--- config.mk ---
export PLATFORM = sky130hd
export DESIGN_NAME = smr_switch_router
export DESIGN_NICKNAME = d
export VERILOG_FILES = /design/src/hw/smr_pkg.sv /design/src/hw/smr_switch_router.sv
export SDC_FILE = /design/constraint.sdc
export NUM_CORES = 1
export LEC_CHECK = 0
export BUFFER_PORTS_ARGS = -buffer_cell sky130_fd_sc_hd__clkbuf_2
export CAP_MARGIN = 0
export CORE_MARGIN = 5
export CORE_UTILIZATION = 55
export CTS_CLUSTER_SIZE = 12
export DETAILED_ROUTE_END_ITERATION = 12
export HOLD_SLACK_MARGIN = 0.05
export PLACE_DENSITY = 0.77
export SLEW_MARGIN = 20
export SYNTH_ARGS = -nofsm -noshare
export SYNTH_HDL_FRONTEND = slang
export SYNTH_SLANG_ARGS = --single-unit
--- constraint.sdc ---
create_clock -name clk_in -period 11.5 [get_ports clk_in]
set_input_delay 0.575 -clock clk_in [delete_from_list [all_inputs] [get_ports clk_in]]
set_output_delay 0.575 -clock clk_in [all_outputs]
set_load 0.01 [all_outputs]
--- src/hw/smr_pkg.sv ---
package smr_pkg;

	localparam int NUM_PORTS = 4;
	localparam int PW        = 2;
	localparam int BUS_W     = 8;
	localparam int DEV_W     = 5;
	localparam int SEQ_W     = 4;
	localparam int ADDR_W    = 8;
	localparam int DATA_W    = 32;
	localparam int VW_W      = 4;
	localparam int STICKY_W  = 4;

	localparam logic [PW-1:0]        PRIMARY_PORT    = 2'h0;
	localparam logic [NUM_PORTS-1:0] LOCAL_FUNC_MASK = 4'hf;

	// Register map: address bits [5:4] pick the port, bits [3:0] the register; bits [7:6] must be zero.
	localparam int          ADDR_PORT_LSB = 4;
	localparam int          ADDR_IDX_W    = 4;
	localparam logic [3:0]  REG_BUS       = 4'h0;
	localparam logic [3:0]  REG_CTRL      = 4'h1;
	localparam logic [3:0]  REG_STAT      = 4'h2;
	localparam logic [3:0]  REG_LINK1     = 4'h3;

	localparam int BUS_PRI_LSB = 0;
	localparam int BUS_SEC_LSB = 8;
	localparam int BUS_SUB_LSB = 16;
	localparam logic [DATA_W-1:0] BUS_RST = 32'h0000_0000;

	localparam int CTRL_DEFPORT_LSB  = 0;
	localparam int CTRL_UNIT_IDENTIFIER_LSB   = 8;
	localparam int CTRL_DEVNUM_LSB   = 16;
	localparam int CTRL_HIDE_BIT     = 21;
	localparam int CTRL_MAM_BIT      = 22;
	localparam int CTRL_SERR_BIT     = 23;
	localparam int CTRL_FLOOD_BIT    = 24;
	localparam int CTRL_FATAL_BIT    = 25;
	localparam int CTRL_NONFATAL_BIT = 26;
	localparam int CTRL_VT_BIT       = 27;
	localparam int CTRL_PMASK_LSB    = 28;
	localparam logic [DATA_W-1:0] CTRL_RST = 32'hf000_0000;

	localparam int STAT_VBUS_ABORT = 0;
	localparam int STAT_CHAIN_END  = 1;
	localparam int STAT_RMA        = 2;
	localparam int STAT_SSE        = 3;
	localparam int STAT_HOTSWAP    = 4;
	localparam int STAT_STOPPED    = 5;
	localparam int STAT_ACTIVE     = 6;
	localparam logic [STICKY_W-1:0] STAT_RST = 4'h0;

	typedef enum logic [2:0] {
		KIND_DEVMSG0,
		KIND_DEVMSG1,
		KIND_INTR,
		KIND_EOI,
		KIND_INTERRUPT_ACKNOWLEDGE,
		KIND_SYSMGMT
	} smr_kind_t;

	typedef enum logic [2:0] {
		ACT_NONE,
		ACT_LOCAL,
		ACT_FORWARD,
		ACT_REFLECT,
		ACT_DROP,
		ACT_REJECT,
		ACT_BROADCAST
	} smr_action_t;

endpackage

--- src/hw/smr_switch_router.sv ---
// The implementer's own choices: strobed register access and the register addresses.
`timescale 1ns/1ps
module smr_switch_router (
	input  wire logic                                   clk_in,
	input  wire logic                                   sys_rst_in,
	input  wire logic [smr_pkg::ADDR_W-1:0]             reg_addr_in,
	input  wire logic [smr_pkg::DATA_W-1:0]             reg_wdata_in,
	input  wire logic                                   reg_wr_in,
	input  wire logic                                   reg_rd_in,
	output logic      [smr_pkg::DATA_W-1:0]             reg_rdata_out,
	input  wire logic                                   req_valid_in,
	input  wire logic [smr_pkg::PW-1:0]                 req_ingress_in,
	input  wire logic                                   req_upstream_in,
	input  wire smr_pkg::smr_kind_t                     req_kind_in,
	input  wire logic [smr_pkg::BUS_W-1:0]              req_bus_in,
	input  wire logic [smr_pkg::DEV_W-1:0]              req_dev_in,
	input  wire logic [smr_pkg::SEQ_W-1:0]              req_seq_in,
	input  wire logic [1:0]                             req_vw_line_in,
	input  wire logic                                   req_vw_assert_in,
	output logic                                        route_valid_out,
	output smr_pkg::smr_action_t                        route_action_out,
	output logic      [smr_pkg::PW-1:0]                 route_egress_out,
	output logic                                        route_type0_out,
	output logic                                        route_ordered_out,
	output logic                                        route_epoch_out,
	input  wire logic                                   resp_valid_in,
	input  wire logic [smr_pkg::PW-1:0]                 resp_dest_in,
	input  wire logic                                   resp_epoch_in,
	output logic                                        resp_forward_out,
	output logic                                        resp_discard_out,
	input  wire logic [smr_pkg::NUM_PORTS-1:0]          link_stop_n_in,
	input  wire logic [smr_pkg::NUM_PORTS-1:0]          hotplug_n_in,
	output logic      [smr_pkg::NUM_PORTS-1:0]          link_wake_request_n_out,
	output logic      [smr_pkg::NUM_PORTS-1:0]          port_cold_reset_out,
	output logic      [smr_pkg::NUM_PORTS-1:0]          port_tx_enable_out,
	output logic      [smr_pkg::NUM_PORTS-1:0]          port_link_init_out,
	output logic      [smr_pkg::NUM_PORTS-1:0]          term_nonposted_out,
	output logic      [smr_pkg::NUM_PORTS-1:0]          sync_flood_out,
	output logic                                        fatal_irq_out,
	output logic                                        nonfatal_irq_out,
	output logic      [smr_pkg::VW_W-1:0]               legacy_wire_interrupt_out
);
	import smr_pkg::*;

	logic [NUM_PORTS-1:0] stop_s1_reg;
	logic [NUM_PORTS-1:0] stop_n_reg;
	logic [NUM_PORTS-1:0] hp_s1_reg;
	logic [NUM_PORTS-1:0] hp_n_reg;

	logic [DATA_W-1:0]    bus_reg   [NUM_PORTS];
	logic [DATA_W-1:0]    bus_next  [NUM_PORTS];
	logic [DATA_W-1:0]    ctrl_reg  [NUM_PORTS];
	logic [DATA_W-1:0]    ctrl_next [NUM_PORTS];
	logic [STICKY_W-1:0]  stat_reg  [NUM_PORTS];
	logic [STICKY_W-1:0]  stat_next [NUM_PORTS];
	logic [VW_W-1:0]      vw_reg    [NUM_PORTS];
	logic [VW_W-1:0]      vw_next   [NUM_PORTS];
	logic [SEQ_W-1:0]     lseq_reg  [NUM_PORTS];
	logic [SEQ_W-1:0]     lseq_next [NUM_PORTS];
	logic [PW-1:0]        leg_reg   [NUM_PORTS];
	logic [PW-1:0]        leg_next  [NUM_PORTS];
	logic [NUM_PORTS-1:0] flood_reg,  flood_next;
	logic [NUM_PORTS-1:0] epoch_reg,  epoch_next;
	logic [NUM_PORTS-1:0] wake_reg,   wake_next;
	logic [NUM_PORTS-1:0] hp_prev_reg;
	logic [NUM_PORTS-1:0] inact_prev_reg;
	logic [DATA_W-1:0]    rdata_next;

	logic [BUS_W-1:0]     pri_bus [NUM_PORTS];
	logic [BUS_W-1:0]     sec_bus [NUM_PORTS];
	logic [BUS_W-1:0]     sub_bus [NUM_PORTS];
	logic [PW-1:0]        def_port[NUM_PORTS];
	logic [NUM_PORTS-1:0] pmask   [NUM_PORTS];
	logic [NUM_PORTS-1:0] in_range;
	logic [NUM_PORTS-1:0] vt_bound;
	logic [NUM_PORTS-1:0] hp_act;
	logic [NUM_PORTS-1:0] inactive;
	logic [NUM_PORTS-1:0] stopped;

	logic                 ra_valid;
	smr_action_t          ra_action;
	logic [PW-1:0]        ra_egress;
	logic                 ra_type0;
	logic                 ra_abort;
	logic                 ra_chain_err;
	logic [NUM_PORTS-1:0] hit;
	logic [PW:0]          hit_cnt;
	logic [PW-1:0]        hit_port;
	logic                 dev_ok;
	logic [PW-1:0]        dev_port;
	logic [PW-1:0]        ing;
	logic                 fatal_next;
	logic                 nonfatal_next;

	logic                 rv_reg;
	smr_action_t          ract_reg;
	logic [PW-1:0]        reg_eg_reg;
	logic                 rt0_reg;
	logic                 rord_reg;
	logic                 rep_reg;
	logic                 rord_next;

	logic                 rsel_ok;
	logic [PW-1:0]        rport;
	logic [3:0]           ridx;

	// Pins from outside the clock domain pass two flip-flops first.
	always_ff @(posedge clk_in or posedge sys_rst_in) begin
		if (sys_rst_in) begin
			stop_s1_reg <= '1;
			stop_n_reg  <= '1;
			hp_s1_reg   <= '1;
			hp_n_reg    <= '1;
		end else begin
			stop_s1_reg <= link_stop_n_in;
			stop_n_reg  <= stop_s1_reg;
			hp_s1_reg   <= hotplug_n_in;
			hp_n_reg    <= hp_s1_reg;
		end
	end

	assign ing      = req_ingress_in;
	assign dev_port = req_dev_in[PW-1:0];
	assign rport    = reg_addr_in[ADDR_PORT_LSB +: PW];
	assign ridx     = reg_addr_in[ADDR_IDX_W-1:0];
	assign rsel_ok  = (reg_addr_in[ADDR_W-1:ADDR_PORT_LSB+PW] == '0);

	always_comb begin
		for (int p = 0; p < NUM_PORTS; p++) begin
			pri_bus[p]  = bus_reg[p][BUS_PRI_LSB +: BUS_W];
			sec_bus[p]  = bus_reg[p][BUS_SEC_LSB +: BUS_W];
			sub_bus[p]  = bus_reg[p][BUS_SUB_LSB +: BUS_W];
			def_port[p] = ctrl_reg[p][CTRL_DEFPORT_LSB +: PW];
			pmask[p]    = ctrl_reg[p][CTRL_PMASK_LSB +: NUM_PORTS];
			in_range[p] = (req_bus_in >= sec_bus[p]) && (req_bus_in <= sub_bus[p]);
			vt_bound[p] = ctrl_reg[p][CTRL_VT_BIT] && (PW'(p) != PRIMARY_PORT);
			// A tunnel-bound port shares the primary's pins, so its own hot-plug pin is ignored.
			hp_act[p]   = !hp_n_reg[p] && (PW'(p) != PRIMARY_PORT) && !vt_bound[p];
			stopped[p]  = !stop_n_reg[p];
			inactive[p] = hp_act[p] || flood_reg[p];
		end
	end

	// Routing decision for the request standing at the input.
	always_comb begin
		hit      = '0;
		hit_cnt  = '0;
		hit_port = '0;
		for (int p = 0; p < NUM_PORTS; p++) begin
			if ((PW'(p) != ing) && (PW'(p) != PRIMARY_PORT) && pmask[ing][p] && in_range[p] && !vt_bound[p]) begin
				hit[p]   = 1'b1;
				hit_cnt  = hit_cnt + (PW+1)'(1);
				hit_port = PW'(p);
			end
		end
		dev_ok       = (req_dev_in < DEV_W'(NUM_PORTS)) && pmask[ing][dev_port];
		ra_valid     = req_valid_in;
		ra_action    = ACT_DROP;
		ra_egress    = ing;
		ra_type0     = 1'b0;
		ra_abort     = 1'b0;
		ra_chain_err = 1'b0;
		case (req_kind_in)
			KIND_DEVMSG0: begin
				if (!req_upstream_in && req_dev_in == ctrl_reg[ing][CTRL_UNIT_IDENTIFIER_LSB +: DEV_W]) begin
					ra_action = ACT_LOCAL;
				end else if (req_upstream_in && req_dev_in == ctrl_reg[ing][CTRL_DEVNUM_LSB +: DEV_W]
						&& !ctrl_reg[ing][CTRL_HIDE_BIT]) begin
					ra_action = ACT_LOCAL;
				end else begin
					ra_chain_err = 1'b1;
				end
			end
			KIND_DEVMSG1: begin
				if (!req_upstream_in) begin
					if (!in_range[ing]) begin
						ra_chain_err = 1'b1;
					end else if (req_bus_in == sec_bus[ing]) begin
						if (dev_ok) begin
							ra_action = ACT_LOCAL;
							ra_egress = dev_port;
						end else begin
							ra_abort = 1'b1;
						end
					end else if (hit_cnt != (PW+1)'(1)) begin
						ra_abort = 1'b1;
					end else begin
						ra_action = ACT_FORWARD;
						ra_egress = hit_port;
						ra_type0  = (req_bus_in == sec_bus[hit_port]);
					end
				end else begin
					if (req_bus_in == sec_bus[ing]) begin
						ra_action = ACT_REFLECT;
						ra_type0  = 1'b1;
					end else if (in_range[ing]) begin
						ra_action = ACT_REFLECT;
					end else if (req_bus_in == pri_bus[ing]) begin
						if (dev_ok) begin
							ra_action = ACT_LOCAL;
							ra_egress = dev_port;
						end else begin
							ra_abort = 1'b1;
						end
					end else if (!in_range[def_port[ing]]) begin
						ra_action = ACT_FORWARD;
						ra_egress = def_port[ing];
					end else if (hit_cnt != (PW+1)'(1)) begin
						ra_abort = 1'b1;
					end else begin
						ra_action = ACT_FORWARD;
						ra_egress = hit_port;
						ra_type0  = (req_bus_in == sec_bus[hit_port]);
					end
				end
			end
			KIND_INTR: begin
				if (req_upstream_in) begin
					ra_action = ACT_FORWARD;
					ra_egress = def_port[ing];
				end
			end
			KIND_EOI: begin
				ra_action = ACT_BROADCAST;
			end
			KIND_INTERRUPT_ACKNOWLEDGE: begin
				if (!req_upstream_in) begin
					ra_action = ACT_FORWARD;
					ra_egress = def_port[ing];
				end
			end
			KIND_SYSMGMT: begin
				if (req_upstream_in) begin
					ra_action = ACT_FORWARD;
					ra_egress = def_port[ing];
				end else begin
					ra_action = ACT_BROADCAST;
				end
			end
			default: begin
				ra_action = ACT_DROP;
			end
		endcase
		// A tunnel-bound port forwards only to its bound primary and takes forwards only from it.
		if (vt_bound[ing] && ra_action == ACT_FORWARD) begin
			ra_egress = def_port[ing];
		end
		if (ra_action == ACT_FORWARD && vt_bound[ra_egress] && ing != def_port[ra_egress]) begin
			ra_action = ACT_DROP;
		end
		if (ra_action == ACT_LOCAL && !LOCAL_FUNC_MASK[ra_egress]) begin
			ra_action = ACT_DROP;
		end
		if ((ra_action == ACT_FORWARD || ra_action == ACT_REFLECT || ra_action == ACT_LOCAL)
				&& inactive[ra_egress]) begin
			ra_action = ACT_REJECT;
		end
	end

	// Register file, flags, wake requests and the ordering record.
	always_comb begin
		fatal_next    = 1'b0;
		nonfatal_next = 1'b0;
		rdata_next    = '0;
		rord_next     = 1'b0;
		flood_next    = flood_reg;
		wake_next     = wake_reg;
		epoch_next    = epoch_reg;
		for (int p = 0; p < NUM_PORTS; p++) begin
			bus_next[p]  = bus_reg[p];
			ctrl_next[p] = ctrl_reg[p];
			stat_next[p] = stat_reg[p];
			vw_next[p]   = vw_reg[p];
			lseq_next[p] = lseq_reg[p];
			leg_next[p]  = leg_reg[p];
		end
		if (reg_wr_in && rsel_ok) begin
			if (ridx == REG_BUS && !vt_bound[rport]) begin
				bus_next[rport] = reg_wdata_in;
			end else if (ridx == REG_CTRL) begin
				ctrl_next[rport] = reg_wdata_in;
				ctrl_next[rport][CTRL_PMASK_LSB + rport] = 1'b1;
			end else if (ridx == REG_STAT) begin
				stat_next[rport] = stat_reg[rport] & ~reg_wdata_in[STICKY_W-1:0];
				if (reg_wdata_in[STAT_SSE]) begin
					flood_next[rport] = 1'b0;
				end
			end
		end
		if (reg_rd_in && rsel_ok) begin
			case (ridx)
				REG_BUS: rdata_next = vt_bound[rport] ? '0 : bus_reg[rport];
				REG_CTRL: rdata_next = ctrl_reg[rport];
				REG_STAT: begin
					rdata_next[STICKY_W-1:0] = stat_reg[rport];
					rdata_next[STAT_HOTSWAP] = !hp_n_reg[rport];
					rdata_next[STAT_STOPPED] = stopped[rport];
					rdata_next[STAT_ACTIVE]  = !inactive[rport];
				end
				REG_LINK1: begin
					for (int p = NUM_PORTS - 1; p >= 0; p--) begin
						if (vt_bound[p] && def_port[p] == rport) begin
							rdata_next[STAT_HOTSWAP] = !hp_n_reg[p];
							rdata_next[STAT_STOPPED] = stopped[p];
							rdata_next[STAT_ACTIVE]  = !inactive[p];
						end
					end
				end
				default: rdata_next = '0;
			endcase
		end
		if (ra_valid) begin
			if (ra_chain_err) begin
				stat_next[ing][STAT_CHAIN_END] = 1'b1;
			end
			if (ra_abort) begin
				stat_next[ing][STAT_RMA] = 1'b1;
				if (ctrl_reg[ing][CTRL_MAM_BIT]) begin
					stat_next[ing][STAT_VBUS_ABORT] = 1'b1;
					if (ctrl_reg[ing][CTRL_FLOOD_BIT] && ctrl_reg[ing][CTRL_SERR_BIT]) begin
						stat_next[ing][STAT_SSE] = 1'b1;
						flood_next[ing]          = 1'b1;
					end else if (ctrl_reg[ing][CTRL_FATAL_BIT]) begin
						fatal_next = 1'b1;
					end else if (ctrl_reg[ing][CTRL_NONFATAL_BIT]) begin
						nonfatal_next = 1'b1;
					end
				end
			end
			if (req_kind_in == KIND_SYSMGMT && req_upstream_in) begin
				vw_next[ing][req_vw_line_in] = req_vw_assert_in;
			end
			if (ra_action == ACT_FORWARD || ra_action == ACT_REFLECT) begin
				rord_next = (req_seq_in != '0) && (lseq_reg[ing] == req_seq_in)
					&& (leg_reg[ing] == ra_egress);
				lseq_next[ing] = req_seq_in;
				leg_next[ing]  = ra_egress;
				if (stopped[ra_egress]) begin
					wake_next[ra_egress] = 1'b1;
				end
			end
		end
		if ((fatal_next || nonfatal_next) && stopped[PRIMARY_PORT]) begin
			wake_next[PRIMARY_PORT] = 1'b1;
		end
		for (int p = 0; p < NUM_PORTS; p++) begin
			if (!stopped[p]) begin
				wake_next[p] = 1'b0;
			end
			if (hp_act[p]) begin
				flood_next[p] = 1'b0;
			end
			// Each return to activity opens a new epoch so late responses are recognised.
			if (inact_prev_reg[p] && !inactive[p]) begin
				epoch_next[p] = !epoch_reg[p];
			end
		end
	end

	always_ff @(posedge clk_in or posedge sys_rst_in) begin
		if (sys_rst_in) begin
			for (int p = 0; p < NUM_PORTS; p++) begin
				bus_reg[p]  <= BUS_RST;
				ctrl_reg[p] <= CTRL_RST;
				stat_reg[p] <= STAT_RST;
				vw_reg[p]   <= '0;
				lseq_reg[p] <= '0;
				leg_reg[p]  <= '0;
			end
			flood_reg      <= '0;
			epoch_reg      <= '0;
			wake_reg       <= '0;
			hp_prev_reg    <= '0;
			inact_prev_reg <= '0;
			reg_rdata_out  <= '0;
			fatal_irq_out  <= 1'b0;
			nonfatal_irq_out <= 1'b0;
		end else begin
			for (int p = 0; p < NUM_PORTS; p++) begin
				bus_reg[p]  <= bus_next[p];
				ctrl_reg[p] <= ctrl_next[p];
				stat_reg[p] <= stat_next[p];
				vw_reg[p]   <= vw_next[p];
				lseq_reg[p] <= lseq_next[p];
				leg_reg[p]  <= leg_next[p];
			end
			flood_reg      <= flood_next;
			epoch_reg      <= epoch_next;
			wake_reg       <= wake_next;
			hp_prev_reg    <= hp_act;
			inact_prev_reg <= inactive;
			reg_rdata_out  <= rdata_next;
			fatal_irq_out  <= fatal_next;
			nonfatal_irq_out <= nonfatal_next;
		end
	end

	// One request per cycle in arrival order keeps merged streams consistent.
	always_ff @(posedge clk_in or posedge sys_rst_in) begin
		if (sys_rst_in) begin
			rv_reg     <= 1'b0;
			ract_reg   <= ACT_NONE;
			reg_eg_reg <= '0;
			rt0_reg    <= 1'b0;
			rord_reg   <= 1'b0;
			rep_reg    <= 1'b0;
			resp_forward_out <= 1'b0;
			resp_discard_out <= 1'b0;
		end else begin
			rv_reg     <= ra_valid;
			ract_reg   <= ra_valid ? ra_action : ACT_NONE;
			reg_eg_reg <= ra_egress;
			rt0_reg    <= ra_valid && ra_type0;
			rord_reg   <= ra_valid && rord_next;
			rep_reg    <= epoch_reg[ra_egress];
			resp_forward_out <= resp_valid_in && !inactive[resp_dest_in]
				&& resp_epoch_in == epoch_reg[resp_dest_in];
			resp_discard_out <= resp_valid_in && (inactive[resp_dest_in]
				|| resp_epoch_in != epoch_reg[resp_dest_in]);
		end
	end

	assign route_valid_out   = rv_reg;
	assign route_action_out  = ract_reg;
	assign route_egress_out  = reg_eg_reg;
	assign route_type0_out   = rt0_reg;
	assign route_ordered_out = rord_reg;
	assign route_epoch_out   = rep_reg;

	always_comb begin
		legacy_wire_interrupt_out = '0;
		for (int p = 0; p < NUM_PORTS; p++) begin
			if (PW'(p) != PRIMARY_PORT && pmask[PRIMARY_PORT][p]) begin
				legacy_wire_interrupt_out = legacy_wire_interrupt_out | vw_reg[p];
			end
		end
		for (int p = 0; p < NUM_PORTS; p++) begin
			link_wake_request_n_out[p] = !wake_reg[p];
			port_cold_reset_out[p]     = hp_prev_reg[p];
			port_tx_enable_out[p]      = !hp_prev_reg[p];
			term_nonposted_out[p]      = hp_act[p] && !hp_prev_reg[p];
			port_link_init_out[p]      = !hp_act[p] && hp_prev_reg[p];
			sync_flood_out[p]          = flood_reg[p];
		end
	end

endmodule

==> impl_metrics.tcl <==
set metrics [dict create \
    ant_nets 0 \
    areaGrowthSynthToFinish_pct 11.91 \
    grt_max_degree 173 \
    synthFlopType "dfrtp_1" \
    status "finished clean" \
    yosysWarnings 0 \
    antenna_found_initial 1 \
    vias 15530 \
    fin_cells 2422 \
    critical_path_required_ns 11.94 \
    grt_use_total_pct 27.44 \
    syn_area_um2 21390 \
    finalMaxSlewViolations 0 \
    fin_tns_setup_ns 0 \
    root_buffer "clkbuf_16" \
    setup.worst_path.end "lseq_reg[7]" \
    start_util_pct 55.48 \
    clk_pin_slew_worst_paths_ns 0.06 \
    die_area_um2 42940 \
    r2r_cells 20 \
    reg2reg_from "bus_reg[83]" \
    placedCellCount 2341 \
    grt_pass1_wl_um 93710 \
    insertion_delay_ns 0.57 \
    gp_congestion 0.8996 \
    overflow 0 \
    slew_headroom_pct 25.83 \
    maxCapViolCount 0 \
    placed_cell_area_um2 22550 \
    crit_family "multiplexers" \
    cts_tree "built" \
    ys_ff_latch 388 \
    final_area_um2 23940 \
    nFillCells 3005 \
    ioPinCount 156 \
    seq_area_frac_synth_pct 45.58 \
    io_buffers 151 \
    rsz0062_at_grt "false" \
    syn_inst 1753 \
    min_period_ns 6.202 \
    finalNetCount 2020 \
    post_cts_resized 0 \
    met2_usage_pct 44.91 \
    synthTopCellsByArea "dfrtp_1 42%, mux2_2 12%, mux4_2 12%" \
    crit_buf_inv 2 \
    cts.path.max_buffers 3 \
    num_rows 72 \
    total_leakage_power_nw 11.07 \
    synth_top_area_share_pct 41.65 \
    ir_worst_vdd_mv 0.1021 \
    drive_gt1_share_pct 34.63 \
    via_per_inst 6.410 \
    place_hpwl_um 39780 \
    die_h_um 207.2 \
    synth_async_sr_flop_share_pct 100.0 \
    grt_util_met3_pct 4.609 \
    worstPathMaxFanout 43 \
    cp_num_cells 16 \
    ys_types 79 \
    cp_slowest_stage_delay_ns 0.83 \
    busiest_layer "met2" \
    post-route-period-util_pct 53.93 \
    hold_violations 0 \
    tightest_slew_ns 1.113 \
    wl_per_cell_um 24.73 \
    endpoint_kind "register" \
    syn_avg_cell_area_um2 12.20 \
    hold_path.class "input pin to register" \
    fmax_mhz 161.3 \
    use_met1_pct 37.16 \
    fin_skew_ns 0.02145 \
    grt_pass1_vias 16000 \
    crit_chain "clkbuf_2, buf_4, mux4_2, xnor2_1, nand4_1, nor2_1, nor2_1, a22oi_1, o211ai_2, a211oi_4, mux2i_2, mux4_2, o21ai_4, nor3_2, o21ai_4, mux2_4" \
    finalSetupViolCount 0 \
    fin_util_pct 62.08 \
    critical_path_class "input pin to register" \
    synth_edf_count 0 \
    worstPathArrival_ns 6.64 \
    start_kind "input pin" \
    startpoint "req_ingress_in[1]" \
    cts_setup_buffers 0 \
    route.detailed.drc 0 \
    cts_buffers 43 \
    r2r-end "lseq_reg[7]" \
    power.density_nw_per_um2 139.7 \
    h-tree-depth 2 \
    reg2reg_slack_ns 5.39 \
    yosysTopAreaCell "dfrtp_1" \
    drt_iter0_markers 1374 \
    core-area_um2 38560 \
    drt_wl_total_um 59900 \
    cpMaxStageDelayCell "mux2i_2" \
    cts.sinks 388 \
    drt_pass1_iterations 6 \
    dieWidth_um 207.2 \
]
[report_power, final]
part           internal, mW  switching [mW]
Clock                 0.773           0.554
Sequential             1.46          0.0729
Combinational         0.223           0.257
Total                  2.46           0.883
[worst register-to-register path: stages (launching register included)]
cell	delay (ns)
dfrtp_1	0.38
inv_1	0.10
ha_1	0.25
and3_1	0.20
a221oi_1	0.34
o221ai_1	0.24
a22oi_1	0.36
nand3b_1	0.15
ha_1	0.33
inv_1	0.08
nor2_1	0.20
mux2i_1	0.23
a22oi_1	0.26
o211ai_2	0.17
a211oi_4	0.31
mux2i_2	0.83
mux4_2	0.65
o21ai_4	0.28
nor3_2	0.10
o21ai_4	0.19
mux2_4	0.35
[metrics by stage]
step	setup slack [ns]	power (mW)	hold slack, ns
after CTS	5.435	3.356	0.07668
after floorplan	0.1938	1.875	0.3452
after global routing	5.026	3.471	0.07562
after global placement	4.928	2.004	0.3457
after detailed placement	4.849	2.027	0.3473
final	5.298	3.343	0.09389
[Yosys cell counts, drive strengths merged (8+ instances only)]
cell type / instances
buf: 44
o22ai: 11
nand3: 31
dfrtp: 356
nor2: 98
clkbuf: 59
a22oi: 35
nor3: 27
o21ai: 78
a221oi: 9
ha: 67
a21oi: 46
and3: 11
mux4: 112
o211ai: 8
nand2b: 22
nand2: 118
xnor2: 40
inv: 88
nand4: 19
dfstp: 32
nor2b: 15
and2: 8
mux2: 250
o221ai: 9
mux2i: 30
a211oi: 17
xor2: 11
[metal layers]
metal | part of all wire [%] | vias up
met5 | 0 | -
met4 | 3.7 | 0
met3 | 7.3 | 147
met2 | 49 | 691
met1 | 40 | 7984
li1 | - | 6703
[layout make-up]
type	count	area (um2)	area share, %
Antenna cell	1	2.502	0.01045
Clock buffer	71	1304	5.446
Clock inverter	7	46.29	0.1934
Inverter	88	337.8	1.411
Multi-Input combinational cell	1176	10890	45.48
Sequential cell	388	9749	40.73
Tap cell	518	648.1	2.708
Timing Repair Buffer	173	963.4	4.025
[worst min-delay path by stage]
stage / start / cells past startpoint / end / slack (ns)
global placement: stop_s1_reg[1] / 0 / stop_n_reg[1] / 0.35
detailed placement: hp_s1_reg[1] / 0 / hp_n_reg[1] / 0.35
CTS: link_stop_n_in[3] / 1 / stop_s1_reg[3] / 0.08
finish: link_stop_n_in[3] / 1 / stop_s1_reg[3] / 0.09
global route: hotplug_n_in[2] / 1 / hp_s1_reg[2] / 0.08
floorplan: hp_s1_reg[0] / 0 / hp_n_reg[0] / 0.35
[cells in the final DEF, fill, tap and decap left out, types with 5 or more instances in the layout]
master,n
a211o_1,5
a211oi_1,13
a21o_1,5
a21oi_1,46
a221oi_1,9
a22oi_1,35
and2_1,8
and3_1,10
buf_4,22
clkbuf_1,18
clkbuf_16,45
clkbuf_2,148
clkbuf_8,8
dfrtp_1,356
dfstp_2,32
ha_1,67
inv_1,87
mux2_2,225
mux2_4,24
mux2i_1,28
mux4_2,112
nand2_1,118
nand2b_1,22
nand3_1,31
nand3b_1,6
nand4_1,19
nor2_1,93
nor2b_1,15
nor3_1,23
nor4_1,7
o211ai_1,7
o21a_1,7
o21ai_0,69
o21ai_4,5
o221ai_1,9
o22ai_1,11
xnor2_1,40
xor2_1,11
[kinds of logic after synthesis]
family          after synthesis  synth area share (%)
mux                         392                 26.80
flops                       388                 45.58
simple gates                387                 8.827
compound gates              275                 9.055
buf+inv                     191                 3.703
fa+ha+maj                    67                 3.919
xor+xnor                     51                 2.088
other cells                   2               0.03511
[what timing repair did]
action	CTS	global route
endpoints found under the hold margin	0	29
hold buffers	0	1
endpoints found under the setup margin	0	0
No activity file was read; power rests on OpenSTA's default activity.
